==> src/pkg/motor_speed_control_io_defines.vh <==
`ifndef MOTOR_SPEED_CONTROL_IO_DEFINES_VH
`define MOTOR_SPEED_CONTROL_IO_DEFINES_VH
// ==========================================
// Clock and timing
`define CLOCK_KHZ 25000
`define PWM_KHZ 96
`define PWM_PERIOD_CYCLES (`CLOCK_KHZ / `PWM_KHZ)
`define TICK_MS 1
`define TICK_CYCLES (`CLOCK_KHZ * `TICK_MS)
`define SETPOINT_MIN_HZ 500
`define SETPOINT_MAX_HZ 18000
`define SETPOINT_TIMEOUT_CYCLES (2 * `CLOCK_KHZ * 1000 / `SETPOINT_MIN_HZ)
`define HALL_TIMEOUT_CYCLES 24'hFFFFFF
// Speed numerators: rpm = numerator / interval (12 edges per revolution)
`define SPEED_NUM_EDGE (`CLOCK_KHZ * 1000 * 60 / 12)
`define SPEED_NUM_HALF (`CLOCK_KHZ * 1000 * 60 / 2)
// ==========================================
// Duty thresholds, per mille, and full-scale ceiling
`define STOP_PERMILLE 20
`define RUN_PERMILLE 30
`define PERMILLE_FULL 1000
`define FULL_SCALE_CEILING 16'hEA60
// ==========================================
// Register byte offsets
`define OFS_CONTROL 5'h00
`define OFS_FIXED_SPEED 5'h04
`define OFS_FULL_SCALE 5'h08
`define OFS_ERROR_DELAY 5'h0C
`define OFS_STATUS 5'h10
`define OFS_SPEED 5'h14
`define OFS_TARGET 5'h18
`define OFS_DUTY 5'h1C
// ==========================================
// Control fields
`define CTL_MODE 1:0
`define CTL_QSTOP 3:2
`define CTL_ERROR_MODE 4
`define CTL_TWO_PULSES 5
`define CTL_BRAKE_OFF 6
`define CTL_FOUR_QUAD 7
`define CTL_HALL_FILTER 8
`define CTL_PLC_LEVEL 9
`define CTL_WIDTH 10
`define MODE_ANALOG 2'h0
`define MODE_PWM_SET 2'h1
`define MODE_FIXED 2'h2
`define MODE_VOLT 2'h3
`define QSTOP_NONE 2'h0
`define QSTOP_LOW 2'h1
`define QSTOP_HIGH 2'h2
// ==========================================
// Reset values
`define RST_CONTROL 10'h000
`define RST_FIXED_SPEED 16'h0BB8
`define RST_FULL_SCALE 16'h2710
`define RST_ERROR_DELAY 13'h0000
`endif

==> src/verilog/motor_speed_control_io.v <==
`include "motor_speed_control_io_defines.vh"
`timescale 1ns/1ns
`default_nettype none
module motor_speed_control_io #(
	parameter TICK_CYCLES = `TICK_CYCLES,
	parameter SETPOINT_TIMEOUT = `SETPOINT_TIMEOUT_CYCLES,
	parameter PWM_PERIOD = `PWM_PERIOD_CYCLES
) (
	// Clock and reset
	input wire clock,
	input wire rst_b,
	// Avalon-MM slave
	input wire [4:0] address,
	input wire read,
	input wire write,
	input wire [31:0] writedata,
	input wire [3:0] byteenable,
	output reg [31:0] readdata,
	output wire waitrequest,
	// Setpoint comparators, direction, Hall sensors
	input wire setpointTtl,
	input wire setpointPlc,
	input wire [9:0] setpointCode,
	input wire direction,
	input wire [2:0] hall,
	// Current controller
	input wire currentLimited,
	// Power stage gates
	output reg [2:0] highSide,
	output reg [2:0] lowSide,
	// Open-collector multipurpose output
	input wire speedPulseOutputIn,
	output wire speedPulseOutput,
	output reg speedPulseOutputOe
);

	// ==========================================
	// Functions
	// Byte-lane merge for register writes
	function [31:0] mergeBytes;
		input [31:0] old;
		input [31:0] data;
		input [3:0] be;
		integer i;
		begin
			mergeBytes = old;
			for (i = 0; i < 4; i = i + 1) begin
				if (be[i])
					mergeBytes[8*i +: 8] = data[8*i +: 8];
			end
		end
	endfunction

	// Hall state to {high[2:0], low[2:0]}; invalid states switch all off
	function [5:0] commutate;
		input [2:0] h;
		input cw;
		reg [5:0] t;
		begin
			case (h)
				3'h5: t = {3'h1, 3'h2};
				3'h4: t = {3'h1, 3'h4};
				3'h6: t = {3'h2, 3'h4};
				3'h2: t = {3'h2, 3'h1};
				3'h3: t = {3'h4, 3'h1};
				3'h1: t = {3'h4, 3'h2};
				default: t = 6'h00;
			endcase
			commutate = cw ? t : {t[2:0], t[5:3]};
		end
	endfunction

	// ==========================================
	// Input synchronisers
	reg [5:0] syncA;
	reg [5:0] syncB;
	reg [2:0] hallPrev;
	reg setPrev;
	// Two stages; only syncB feeds the logic below
	always @(posedge clock or negedge rst_b) begin
		if (!rst_b) begin
			syncA <= 6'h00;
			syncB <= 6'h00;
		end else begin
			syncA <= {setpointPlc, setpointTtl, direction, hall};
			syncB <= syncA;
		end
	end
	wire [2:0] hallS = syncB[2:0];
	wire dirS = syncB[3];

	// ==========================================
	// Registers
	reg [`CTL_WIDTH-1:0] control;
	reg [15:0] fixedSpeed;
	reg [15:0] fullScale;
	reg [12:0] errorDelay;
	reg ack;
	reg errorFlag;
	reg running;
	reg pwmStopped;
	reg [15:0] speed;
	reg [15:0] target;
	reg [8:0] duty;
	wire [1:0] mode = control[`CTL_MODE];
	wire setS = control[`CTL_PLC_LEVEL] ? syncB[5] : syncB[4];
	wire [31:0] nextWord = mergeBytes(32'h0, writedata, byteenable);
	// Merged words, cut to field width on purpose below
	wire [31:0] mergedCtl = mergeBytes({22'h0, control}, writedata, byteenable);
	wire [31:0] mergedFixed = mergeBytes({16'h0, fixedSpeed}, writedata, byteenable);
	wire [31:0] mergedDelay = mergeBytes({19'h0, errorDelay}, writedata, byteenable);

	// One wait state: answer at the second edge of a request
	assign waitrequest = (read | write) & ~ack;

	// Register writes and read data
	always @(posedge clock or negedge rst_b) begin
		if (!rst_b) begin
			ack <= 1'b0;
			readdata <= 32'h0;
			control <= `RST_CONTROL;
			fixedSpeed <= `RST_FIXED_SPEED;
			fullScale <= `RST_FULL_SCALE;
			errorDelay <= `RST_ERROR_DELAY;
		end else begin
			ack <= (read | write) & ~ack;
			if (read & ~ack) begin
				case (address)
					`OFS_CONTROL: readdata <= {22'h0, control};
					`OFS_FIXED_SPEED: readdata <= {16'h0, fixedSpeed};
					`OFS_FULL_SCALE: readdata <= {16'h0, fullScale};
					`OFS_ERROR_DELAY: readdata <= {19'h0, errorDelay};
					`OFS_STATUS: readdata <= {26'h0, speedPulseOutputIn, pwmStopped,
						dirS, currentLimited, errorFlag, running};
					`OFS_SPEED: readdata <= {16'h0, speed};
					`OFS_TARGET: readdata <= {16'h0, target};
					`OFS_DUTY: readdata <= {23'h0, duty};
					default: readdata <= 32'h0;
				endcase
			end
			if (write & ack) begin
				case (address)
					`OFS_CONTROL:
						control <= mergedCtl[`CTL_WIDTH-1:0];
					`OFS_FIXED_SPEED:
						fixedSpeed <= mergedFixed[15:0];
					`OFS_FULL_SCALE: begin
						// Clamp: larger values would overrun the speed scaling
						if (mergeBytes({16'h0, fullScale}, writedata, byteenable) >
							{16'h0, `FULL_SCALE_CEILING})
							fullScale <= `FULL_SCALE_CEILING;
						else
							fullScale <= nextWord[15:0] | (fullScale & ~{{8{byteenable[1]}},
								{8{byteenable[0]}}});
					end
					`OFS_ERROR_DELAY:
						errorDelay <= mergedDelay[12:0];
					default: ;
				endcase
			end
		end
	end

	// ==========================================
	// Millisecond tick
	reg [15:0] tickCnt;
	wire tick = (tickCnt == TICK_CYCLES - 1);
	always @(posedge clock or negedge rst_b) begin
		if (!rst_b)
			tickCnt <= 16'h0;
		else
			tickCnt <= tick ? 16'h0 : tickCnt + 16'h1;
	end

	// ==========================================
	// Delayed current error flag
	reg [12:0] limitMs;
	// Limit time counted in ms while limiting lasts; flag drops with it
	always @(posedge clock or negedge rst_b) begin
		if (!rst_b) begin
			limitMs <= 13'h0;
			errorFlag <= 1'b0;
		end else begin
			if (!currentLimited)
				limitMs <= 13'h0;
			else if (tick && limitMs != 13'h1FFF)
				limitMs <= limitMs + 13'h1;
			errorFlag <= currentLimited & (limitMs >= errorDelay);
		end
	end

	// ==========================================
	// Shared sequential divider (32 cycles)
	localparam DIV_IDLE = 2'b01;
	localparam DIV_BUSY = 2'b10;
	reg [1:0] divState;
	reg [32:0] rem;
	reg [31:0] quo;
	reg [31:0] den;
	reg [5:0] bitCnt;
	reg ownerSpeed;
	reg speedReq;
	reg [31:0] speedDen;
	reg setReq;
	reg [31:0] setNum;
	reg [31:0] setDen;
	reg [15:0] pwmTarget;
	reg hallZero;
	wire [32:0] trial = {rem[31:0], quo[31]};

	// ==========================================
	// Hall interval timing and speed pulses
	reg [23:0] edgeCnt;
	reg [23:0] halfCnt;
	reg [2:0] edgeIdx;
	reg [1:0] pulseIdx;
	reg pulseLevel;
	wire hallEdge = (hallS != hallPrev);
	always @(posedge clock or negedge rst_b) begin
		if (!rst_b) begin
			hallPrev <= 3'h0;
			edgeCnt <= 24'h0;
			halfCnt <= 24'h0;
			edgeIdx <= 3'h0;
			pulseIdx <= 2'h0;
			pulseLevel <= 1'b0;
			speedReq <= 1'b0;
			speedDen <= 32'h1;
			hallZero <= 1'b1;
		end else begin
			hallPrev <= hallS;
			if (edgeCnt != `HALL_TIMEOUT_CYCLES)
				edgeCnt <= edgeCnt + 24'h1;
			if (halfCnt != `HALL_TIMEOUT_CYCLES)
				halfCnt <= halfCnt + 24'h1;
			if (edgeCnt == `HALL_TIMEOUT_CYCLES)
				hallZero <= 1'b1;
			if (divState == DIV_IDLE && speedReq)
				speedReq <= 1'b0;
			if (hallEdge) begin
				hallZero <= 1'b0;
				edgeCnt <= 24'h1;
				edgeIdx <= (edgeIdx == 3'h5) ? 3'h0 : edgeIdx + 3'h1;
				// Six edges make one electrical turn, half a mechanical one
				if (!control[`CTL_HALL_FILTER]) begin
					speedReq <= 1'b1;
					speedDen <= {8'h0, edgeCnt};
				end else if (edgeIdx == 3'h5) begin
					speedReq <= 1'b1;
					speedDen <= {8'h0, halfCnt};
					halfCnt <= 24'h1;
				end
				// 12 edges per turn: toggle every 1 edge for 6, every 3 for 2
				if (!control[`CTL_TWO_PULSES] || pulseIdx == 2'h2) begin
					pulseLevel <= ~pulseLevel;
					pulseIdx <= 2'h0;
				end else
					pulseIdx <= pulseIdx + 2'h1;
			end
		end
	end

	// ==========================================
	// PWM setpoint duty measurement
	reg [16:0] highCnt;
	reg [16:0] totalCnt;
	wire [26:0] highPermille = {10'h0, highCnt} * 27'h3E8;
	// Period runs rising edge to rising edge; a timeout counts as stopped
	always @(posedge clock or negedge rst_b) begin
		if (!rst_b) begin
			setPrev <= 1'b0;
			highCnt <= 17'h0;
			totalCnt <= 17'h0;
			setReq <= 1'b0;
			setNum <= 32'h0;
			setDen <= 32'h1;
			pwmStopped <= 1'b1;
		end else begin
			setPrev <= setS;
			if (divState == DIV_IDLE && !speedReq && setReq)
				setReq <= 1'b0;
			if (setS & ~setPrev) begin
				highCnt <= 17'h1;
				totalCnt <= 17'h1;
				if ({15'h0, totalCnt} < SETPOINT_TIMEOUT) begin
					// Halve only long periods, so short ones keep full precision
					setNum <= totalCnt[16] ? fullScale * highCnt[16:1] :
						fullScale * highCnt[15:0];
					setDen <= totalCnt[16] ? {16'h0, totalCnt[16:1]} :
						{16'h0, totalCnt[15:0]};
					setReq <= 1'b1;
					if (highPermille < totalCnt * `STOP_PERMILLE)
						pwmStopped <= 1'b1;
					else if (highPermille > totalCnt * `RUN_PERMILLE)
						pwmStopped <= 1'b0;
				end
			end else begin
				if ({15'h0, totalCnt} < SETPOINT_TIMEOUT)
					totalCnt <= totalCnt + 17'h1;
				else
					pwmStopped <= 1'b1;
				if (setS && {15'h0, highCnt} < SETPOINT_TIMEOUT)
					highCnt <= highCnt + 17'h1;
			end
		end
	end

	// Divider: speed requests take priority over setpoint requests
	always @(posedge clock or negedge rst_b) begin
		if (!rst_b) begin
			divState <= DIV_IDLE;
			rem <= 33'h0;
			quo <= 32'h0;
			den <= 32'h1;
			bitCnt <= 6'h0;
			ownerSpeed <= 1'b0;
			speed <= 16'h0;
			pwmTarget <= 16'h0;
		end else begin
			if (hallZero)
				speed <= 16'h0;
			case (divState)
				DIV_IDLE: begin
					rem <= 33'h0;
					bitCnt <= 6'h0;
					if (speedReq) begin
						ownerSpeed <= 1'b1;
						quo <= control[`CTL_HALL_FILTER] ? `SPEED_NUM_HALF : `SPEED_NUM_EDGE;
						den <= speedDen;
						divState <= DIV_BUSY;
					end else if (setReq) begin
						ownerSpeed <= 1'b0;
						quo <= setNum;
						den <= setDen;
						divState <= DIV_BUSY;
					end
				end
				DIV_BUSY: begin
					if (trial >= {1'b0, den}) begin
						rem <= trial - {1'b0, den};
						quo <= {quo[30:0], 1'b1};
					end else begin
						rem <= trial;
						quo <= {quo[30:0], 1'b0};
					end
					bitCnt <= bitCnt + 6'h1;
					if (bitCnt == 6'h1F)
						divState <= DIV_IDLE;
					if (bitCnt == 6'h1F && ownerSpeed && !hallZero)
						speed <= (quo[30:15] != 16'h0) ? 16'hFFFF :
							{quo[14:0], trial >= {1'b0, den}};
					if (bitCnt == 6'h1F && !ownerSpeed)
						pwmTarget <= (quo[30:15] != 16'h0) ? 16'hFFFF :
							{quo[14:0], trial >= {1'b0, den}};
				end
				default: divState <= DIV_IDLE;
			endcase
		end
	end

	// ==========================================
	// Target selection and run decision
	reg nextRunning;
	reg [15:0] nextTarget;
	wire [25:0] analogScaled = fullScale * setpointCode;
	always @* begin
		nextRunning = 1'b1;
		nextTarget = analogScaled[25:10];
		case (mode)
			`MODE_PWM_SET: begin
				nextRunning = ~pwmStopped;
				nextTarget = pwmTarget;
			end
			`MODE_FIXED: begin
				nextTarget = fixedSpeed;
				case (control[`CTL_QSTOP])
					`QSTOP_LOW: nextRunning = setS;
					`QSTOP_HIGH: nextRunning = ~setS;
					default: nextRunning = 1'b1;
				endcase
			end
			default: nextRunning = 1'b1;
		endcase
	end

	// ==========================================
	// Duty regulation
	wire decel = (speed > target);
	wire [18:0] voltDuty = setpointCode * PWM_PERIOD[8:0];
	// Integral-only step per ms: slow but never overshoots the period
	always @(posedge clock or negedge rst_b) begin
		if (!rst_b) begin
			running <= 1'b0;
			target <= 16'h0;
			duty <= 9'h0;
		end else begin
			running <= nextRunning;
			target <= nextTarget;
			if (!running)
				duty <= 9'h0;
			else if (mode == `MODE_VOLT)
				duty <= voltDuty[18:10];
			else if (tick) begin
				if (speed < target && duty < PWM_PERIOD[8:0])
					duty <= duty + 9'h1;
				else if (decel && duty != 9'h0)
					duty <= duty - 9'h1;
			end
		end
	end

	// ==========================================
	// Power stage PWM and quadrant logic
	reg [8:0] pwmCnt;
	wire [5:0] comm = commutate(hallS, dirS);
	// Current limit chops the on time in every mode, voltage mode included
	wire pwmOn = running & (pwmCnt < duty) & ~currentLimited;
	always @(posedge clock or negedge rst_b) begin
		if (!rst_b) begin
			pwmCnt <= 9'h0;
			highSide <= 3'h0;
			lowSide <= 3'h0;
		end else begin
			pwmCnt <= (pwmCnt == PWM_PERIOD[8:0] - 9'h1) ? 9'h0 : pwmCnt + 9'h1;
			if (pwmOn) begin
				highSide <= comm[5:3];
				lowSide <= comm[2:0];
			end else begin
				highSide <= 3'h0;
				// No dead time here: the gate driver must insert it
				if (!running)
					lowSide <= 3'h0;
				else if (control[`CTL_FOUR_QUAD])
					lowSide <= comm[5:3] | comm[2:0];
				else if (decel && !control[`CTL_BRAKE_OFF] && comm != 6'h00)
					lowSide <= 3'h7;
				else
					lowSide <= comm[2:0];
			end
		end
	end

	// ==========================================
	// Multipurpose open-collector output
	// Pin pulled low when the selected level is low
	assign speedPulseOutput = 1'b0;
	always @(posedge clock or negedge rst_b) begin
		if (!rst_b)
			speedPulseOutputOe <= 1'b1;
		else if (control[`CTL_ERROR_MODE])
			speedPulseOutputOe <= ~errorFlag;
		else
			speedPulseOutputOe <= ~pulseLevel;
	end

endmodule // motor_speed_control_io
`default_nettype wire

==> config.mk <==
export PLATFORM = sky130hd
export DESIGN_NAME = motor_speed_control_io
export DESIGN_NICKNAME = d
export VERILOG_FILES = /design/src/verilog/motor_speed_control_io.v
export VERILOG_INCLUDE_DIRS = /design/src /design/src/pkg
export SDC_FILE = /design/constraint.sdc
export NUM_CORES = 2
export LEC_CHECK = 0
export BUFFER_PORTS_ARGS = -buffer_cell sky130_fd_sc_hd__buf_2
export CAP_MARGIN = 40
export CORE_MARGIN = 5
export CORE_UTILIZATION = 35
export DETAILED_ROUTE_END_ITERATION = 6
export PLACE_DENSITY = 0.61
export SLEW_MARGIN = 20
export SYNTH_ARGS = -nofsm -noshare
export SYNTH_HDL_FRONTEND = slang
export SYNTH_SLANG_ARGS = --single-unit
==> constraint.sdc <==
create_clock -name clock -period 17.1 [get_ports clock]
set_input_delay 0.855 -clock clock [delete_from_list [all_inputs] [get_ports clock]]
set_output_delay 0.855 -clock clock [all_outputs]
set_load 0.02 [all_outputs]
### Word-level counts from Yosys, hierarchy flattened

Index checks and enable logic that the tools add are counted.

| cells by class | value |
|---|---|
| $add $sub $neg | 13 |
| $mul | 7 |
| magnitude comparators | 11 |
| equal/unequal tests | 39 |
| multiplexer cells | 87 |
| bitwise operators | 19 |
| reduce and logical (&&, ||, !) cells | 44 |

Operator list:

| kind | count |
|---|---|
| 32-bit two-way mux | 8 |
| 24-bit two-way mux | 6 |
| 16-bit case mux with 8 select lines | 1 |
| 32-bit case mux with 2 select lines | 2 |
| 16-bit two-way mux | 7 |
| 8-bit two-way mux | 14 |
| 17-bit two-way mux | 4 |
| 16-bit by 16-bit multiplier with 32-bit output | 2 |
| 9-bit two-way mux | 6 |
| 24-bit by 1-bit adder with 24-bit output, second input constant | 2 |
| 24-bit != test, second input constant | 2 |
| 6-bit case mux with 6 select lines | 1 |
| 17-bit by 1-bit adder with 17-bit output, second input constant | 2 |
| 17-bit less-than comparator, second input constant | 2 |
| 33-bit by 32-bit >= comparator with 1-bit output | 1 |
| 32-bit by 16-bit greater-than comparator with 1-bit output, second input constant | 1 |
| 16-bit case mux with 2 select lines | 1 |
| 32-bit subtractor | 1 |
| 30-bit two-way mux | 1 |
| 27-bit by 22-bit greater-than comparator with 1-bit output | 1 |
| 27-bit by 22-bit less-than comparator with 1-bit output | 1 |
| 16-bit by 10-bit multiplier with 26-bit output | 1 |
| 13-bit two-way mux | 2 |
| 24-bit == test, second input constant | 1 |
| other kinds (58) | 150 |

| word-level totals | value |
|---|---|
| flip-flop bits (word level) | 501 |
| input port bits | 63 |
| output and inout port bits | 41 |
| word-level logic and storage cells | 265 |

### Logic depth before layout (Yosys ltp)

| logic depth | value |
|---|---|
| word-level depth | 9 |
| mapped depth | 27 |
| gate-level depth less buffers | 27 |

### Worst setup path after synthesis

Ideal clock, no wire load.

| timing path | value |
|---|---|
| path type | reg-to-reg |
| from | register fullScale[8] |
| to | register setNum[31] |
| setup time | 130 ps |
| arrival | 6682 ps |
| data required time | 16970 ps |
| setup slack | 10288 ps |
| cell stages (with the launch flop) | 24 |
| buffers on the path | 2 |
| period minus slack after synthesis | 6812 ps |
| cells stage by stage | dfstp_2 > clkbuf_1 > clkbuf_1 > nand2_1 > fa_1 > inv_1 > fa_1 > inv_1 > fa_1 > fa_1 > inv_1 > fa_1 > fa_1 > ha_1 > a21o_1 > a21o_1 > a21o_1 > a221o_1 > a311o_1 > a41o_1 > a221oi_1 > xnor2_1 > a22oi_1 > o21ai_0 |

| on the way | value |
|---|---|
| cells in the longest elaborated chain, start to end | 2 |
| elaborated cells on any way between the ends | 3 |
| those cells by class | mul (2); mux (1) |

RTL lines:

| what | RTL line | RTL |
|---|---|---|
| start, declared | motor_speed_control_io.v:96 | `reg [15:0] fullScale;` |
| start signal, assigned | motor_speed_control_io.v:123 | `` fullScale <= `RST_FULL_SCALE; `` |
| start signal, assigned | motor_speed_control_io.v:151 | `` fullScale <= `FULL_SCALE_CEILING; `` |
| start signal, assigned | motor_speed_control_io.v:153 | `fullScale <= nextWord[15:0] \| (fullScale & ~{{8{byteenable[1]}},` |
| 16-bit by 16-bit multiplier with 32-bit output (on tied branches) | motor_speed_control_io.v:288, motor_speed_control_io.v:287 |  |
| 32-bit two-way mux (*) | motor_speed_control_io.v:287 | `setNum <= totalCnt[16] ? fullScale * highCnt[16:1] :` |
| end signal, assigned | motor_speed_control_io.v:287 |  |
| end, declared | motor_speed_control_io.v:205 | `reg [31:0] setNum;` |

Mark *: on every way between the ends. The rest lies on a longest branch, timed or not.
A chain may end at the register's enable or synchronous reset.

### Final worst setup path

| timing path | value |
|---|---|
| from | register highCnt[6] |
| to | register setNum[31] |

| on the way | value |
|---|---|
| cells in the longest elaborated chain, start to end | 2 |
| elaborated cells on any way between the ends | 3 |
| those cells by class | mul (2); mux (1) |

RTL lines:

| what | RTL line | RTL |
|---|---|---|
| start, declared | motor_speed_control_io.v:265 | `reg [16:0] highCnt;` |
| start signal, assigned | motor_speed_control_io.v:303 | `highCnt <= highCnt + 17'h1;` |
| 16-bit by 16-bit multiplier with 32-bit output (on tied branches) | motor_speed_control_io.v:288, motor_speed_control_io.v:287 |  |
| 32-bit two-way mux (*) | motor_speed_control_io.v:287 |  |

Marks and branches as above.

==> flow_summary.toml <==
[final_layout]
fill_cells = 14200
fin_nets = 6521
final_util_pct = 38.4
diodes = 0
final_cell_area_um2 = 54200
syn_to_final_growth_pct = 9.02
drive_gt1_share_pct = 5.83

[clock_network]
cts.sinks = 453
cts_setup_buffers = 0
cts-htree-levels = 2
clk_pin_slew_ns = 0.07
ctsResizeCount = 0
tritoncts = "built"
cts-root-buf = "clkbuf_16"
cts_hold_buf = 0
clk_latency_ns = 0.62
cts_buffers = 49
clock_path_buffers = 3

[power_and_ir_drop]
clkPwrFrac_pct = 16.4
switching_share_pct = 46.9
comb_power_share_pct = 62.3
p_leak_nw = 28.1
seqPwrFrac_pct = 21.3
p_sw_mw = 3.31
cell_internal_pwr_mw = 3.75
power_density_nw_per_um2 = 130
ir_drop_mv = 0.178

[sta]
finalSetupViolCount = 0
fin_crit_ns = 7.94
max-slew-margin-rel_pct = 40.9
clock.fmax_ghz = 0.126
grt_setup_unrepaired = "false"
hold_viol = 0
finalCritPeriodShare_pct = 46.5
skew_ns = 0.0328
tightest_slew_ns = 0.886
holdWs_ns = 0.249
fin_setup_tns_ns = 0
drv_slew = 0

[die]
initial_core_util_pct = 35.2
die-area_um2 = 150000
fp.dieH_um = 387
num_io_pins = 104
fp-row-count = 138
core_um2 = 141000
fp.dieW_um = 387

[setup_path]
cp.arrival_ns = 8.42
crit_path_start_kind = "register"
critPathMaxStageDelay_ns = 0.77
critPathMostFrequentCell = "fa_1"
crit_fanout = 14
cp-end-kind = "register"
r2r_cells = 21
required_ns = 17.57
crit_slowest_cell = "a2111oi_0"
path_class = "reg -> reg"
crit_path_cell_trace = "clkinv_1 > nor2_1 > fa_1 > fa_1 > fa_1 > inv_1 > fa_1 > inv_1 > fa_1 > fa_1 > ha_1 > a2111oi_0 > nand2_1 > a31o_2 > o21a_1 > nand2_1 > nor2_1 > o41ai_1 > o21ai_0 > xnor2_1 > o21ai_0"

[status]
outcome = "complete, no violations"

[routing]
dr.pass1.iters = 6
ant_nets = 0
routed-via-count = 37400
routed_wl_um = 135000
wl_per_cell_um = 18.6
drc = 0
drt_iter0_markers = 2324
vias_per_cell = 5.15

[synth]
synth-async-reset-ratio_pct = 100
yosysMostFrequentCell = "inv_1"
syn-instance-count = 5345
synth_edf_count = 0
yosys_warnings = 0
synth.avg_cell_area_um2 = 9.30
synth_top_area_share_pct = 23.8
synthTopCellsByCount = "inv_1 (744), fa_1 (590), nand2_1 (535)"
yosysTopAreaCell = "fa_1"
ys_seq_area_share_pct = 22.9
synthTopCellsByArea = "fa_1 (24%), dfrtp_1 (22%), ha_1 (13%)"
synth-seq-cells = 453
ys_types = 82
synth_flop_cell = "dfrtp_1"
synthesis.area_um2 = 49700

[placement]
dp_hpwl_um = 107000
io_buffers = 86
finalWeightedCongestion = 0.934
place_area_um2 = 52300

[grt]
antenna_found_initial = 1
track_usage_pct = 18.0
grt_overflow = 0
grt_pass1_wl_um = 219000
grt_pass1_vias = 39200
grt_max_degree = 95

[worst_hold_path]
min_path_type = "in -> async"

[run]
maxCapViolations = 0
[per-stage QoR]
stage | setup slack (ns) | cells | total power [mW]
after floorplan | 10.29 | 5361 | 4.66
after global placement | 9.19 | 7162 | 5.77
after detailed placement | 9.25 | 7175 | 5.86
after CTS | 9.20 | 7265 | 7.06
after global routing | 8.73 | 7272 | 7.71
final | 9.16 | 7272 | 7.06
[layout by cell type, fill, tap and decap left out, types with 45 or more instances in the layout]
cell / n
nand2_1: 535
a21oi_1: 293
nor2_1: 382
xor2_1: 89
inv_1: 744
fa_1: 590
nand3_1: 99
and3_1: 45
buf_2: 85
buf_4: 51
xnor2_1: 162
ha_1: 525
a21o_1: 69
clkbuf_16: 50
and2_1: 197
o21ai_0: 237
mux2i_1: 93
dfrtp_1: 432
[cell families (layout without fill, tap and decap cells)]
group | count (synthesis) | count (layout) | synth area share, %
simple gates | 1511 | 1511 | 14.2
fa+ha+maj | 1115 | 1115 | 37.0
mux | 121 | 121 | 2.51
xor+xnor | 251 | 251 | 4.42
flops | 453 | 453 | 22.9
compound gates | 920 | 920 | 11.5
other cells | 1 | 17 | 0.00755
buf+inv | 973 | 994 | 7.49
[power groups by stage]
stage	registers, mW	logic, mW	clock network [mW]
2_1_floorplan	1.43	3.23	0
3_3_place_gp	1.54	4.24	0
3_5_place_dp	1.52	4.33	0
4_1_cts	1.51	4.37	1.18
5_1_grt	1.53	4.95	1.22
6_report	1.51	4.40	1.16
[sequential cells by signal, indices dropped and copies added, names as in the netlist, 17 cells and up]
name      flops
setNum       32
quo          32
speedDen     24
den          24
edgeCnt      24
highCnt      17
rem          32
totalCnt     17
halfCnt      24
[routing by layer]
layer	GRT usage [%]	vias to the layer above	wire [µm]	share of wire, %
li1	-	17500	-	-
met5	0	-	0	0
met1	23.7	18600	57700	43
met2	29.9	1074	63300	47
met4	6.87	0	5810	4.3
met3	2.83	258	8050	6.0
[worst paths after layout]
check,startpoint,slack (ns),to
min reg2reg,syncA[1],0.35,syncB[1]
min in group clock,hall[1],0.34,syncA[1]
max in group asynchronous,rst_b,14.98,bitCnt[1]
max reg2reg,highCnt[6],9.16,setNum[31]
min,rst_b,0.25,syncA[5]
max,highCnt[6],9.16,setNum[31]
[critical path: cells and delay by family, from the launching register on]
family,cells,cell delay (ns)
xor gates and xnor gates,1,0.18
AOI/OAI and AO/OA,6,1.92
and+or+nand+nor,4,0.81
buffers and inverters,3,0.82
DFF,1,0.69
adders and majority gates,7,3.40
[layout make-up]
type                            instances  area (µm²)  share of cell area (%)
Clock inverter                         26         372                   0.686
Timing Repair Buffer                  153        1180                    2.17
Clock buffer                           64        1360                    2.52
Multi-Input combinational cell       3935       34700                    64.1
Tap cell                             1890        2360                    4.37
Inverter                              751        2820                    5.20
Sequential cell                       453       11400                    21.0
(Power assumes the default switching activity.)
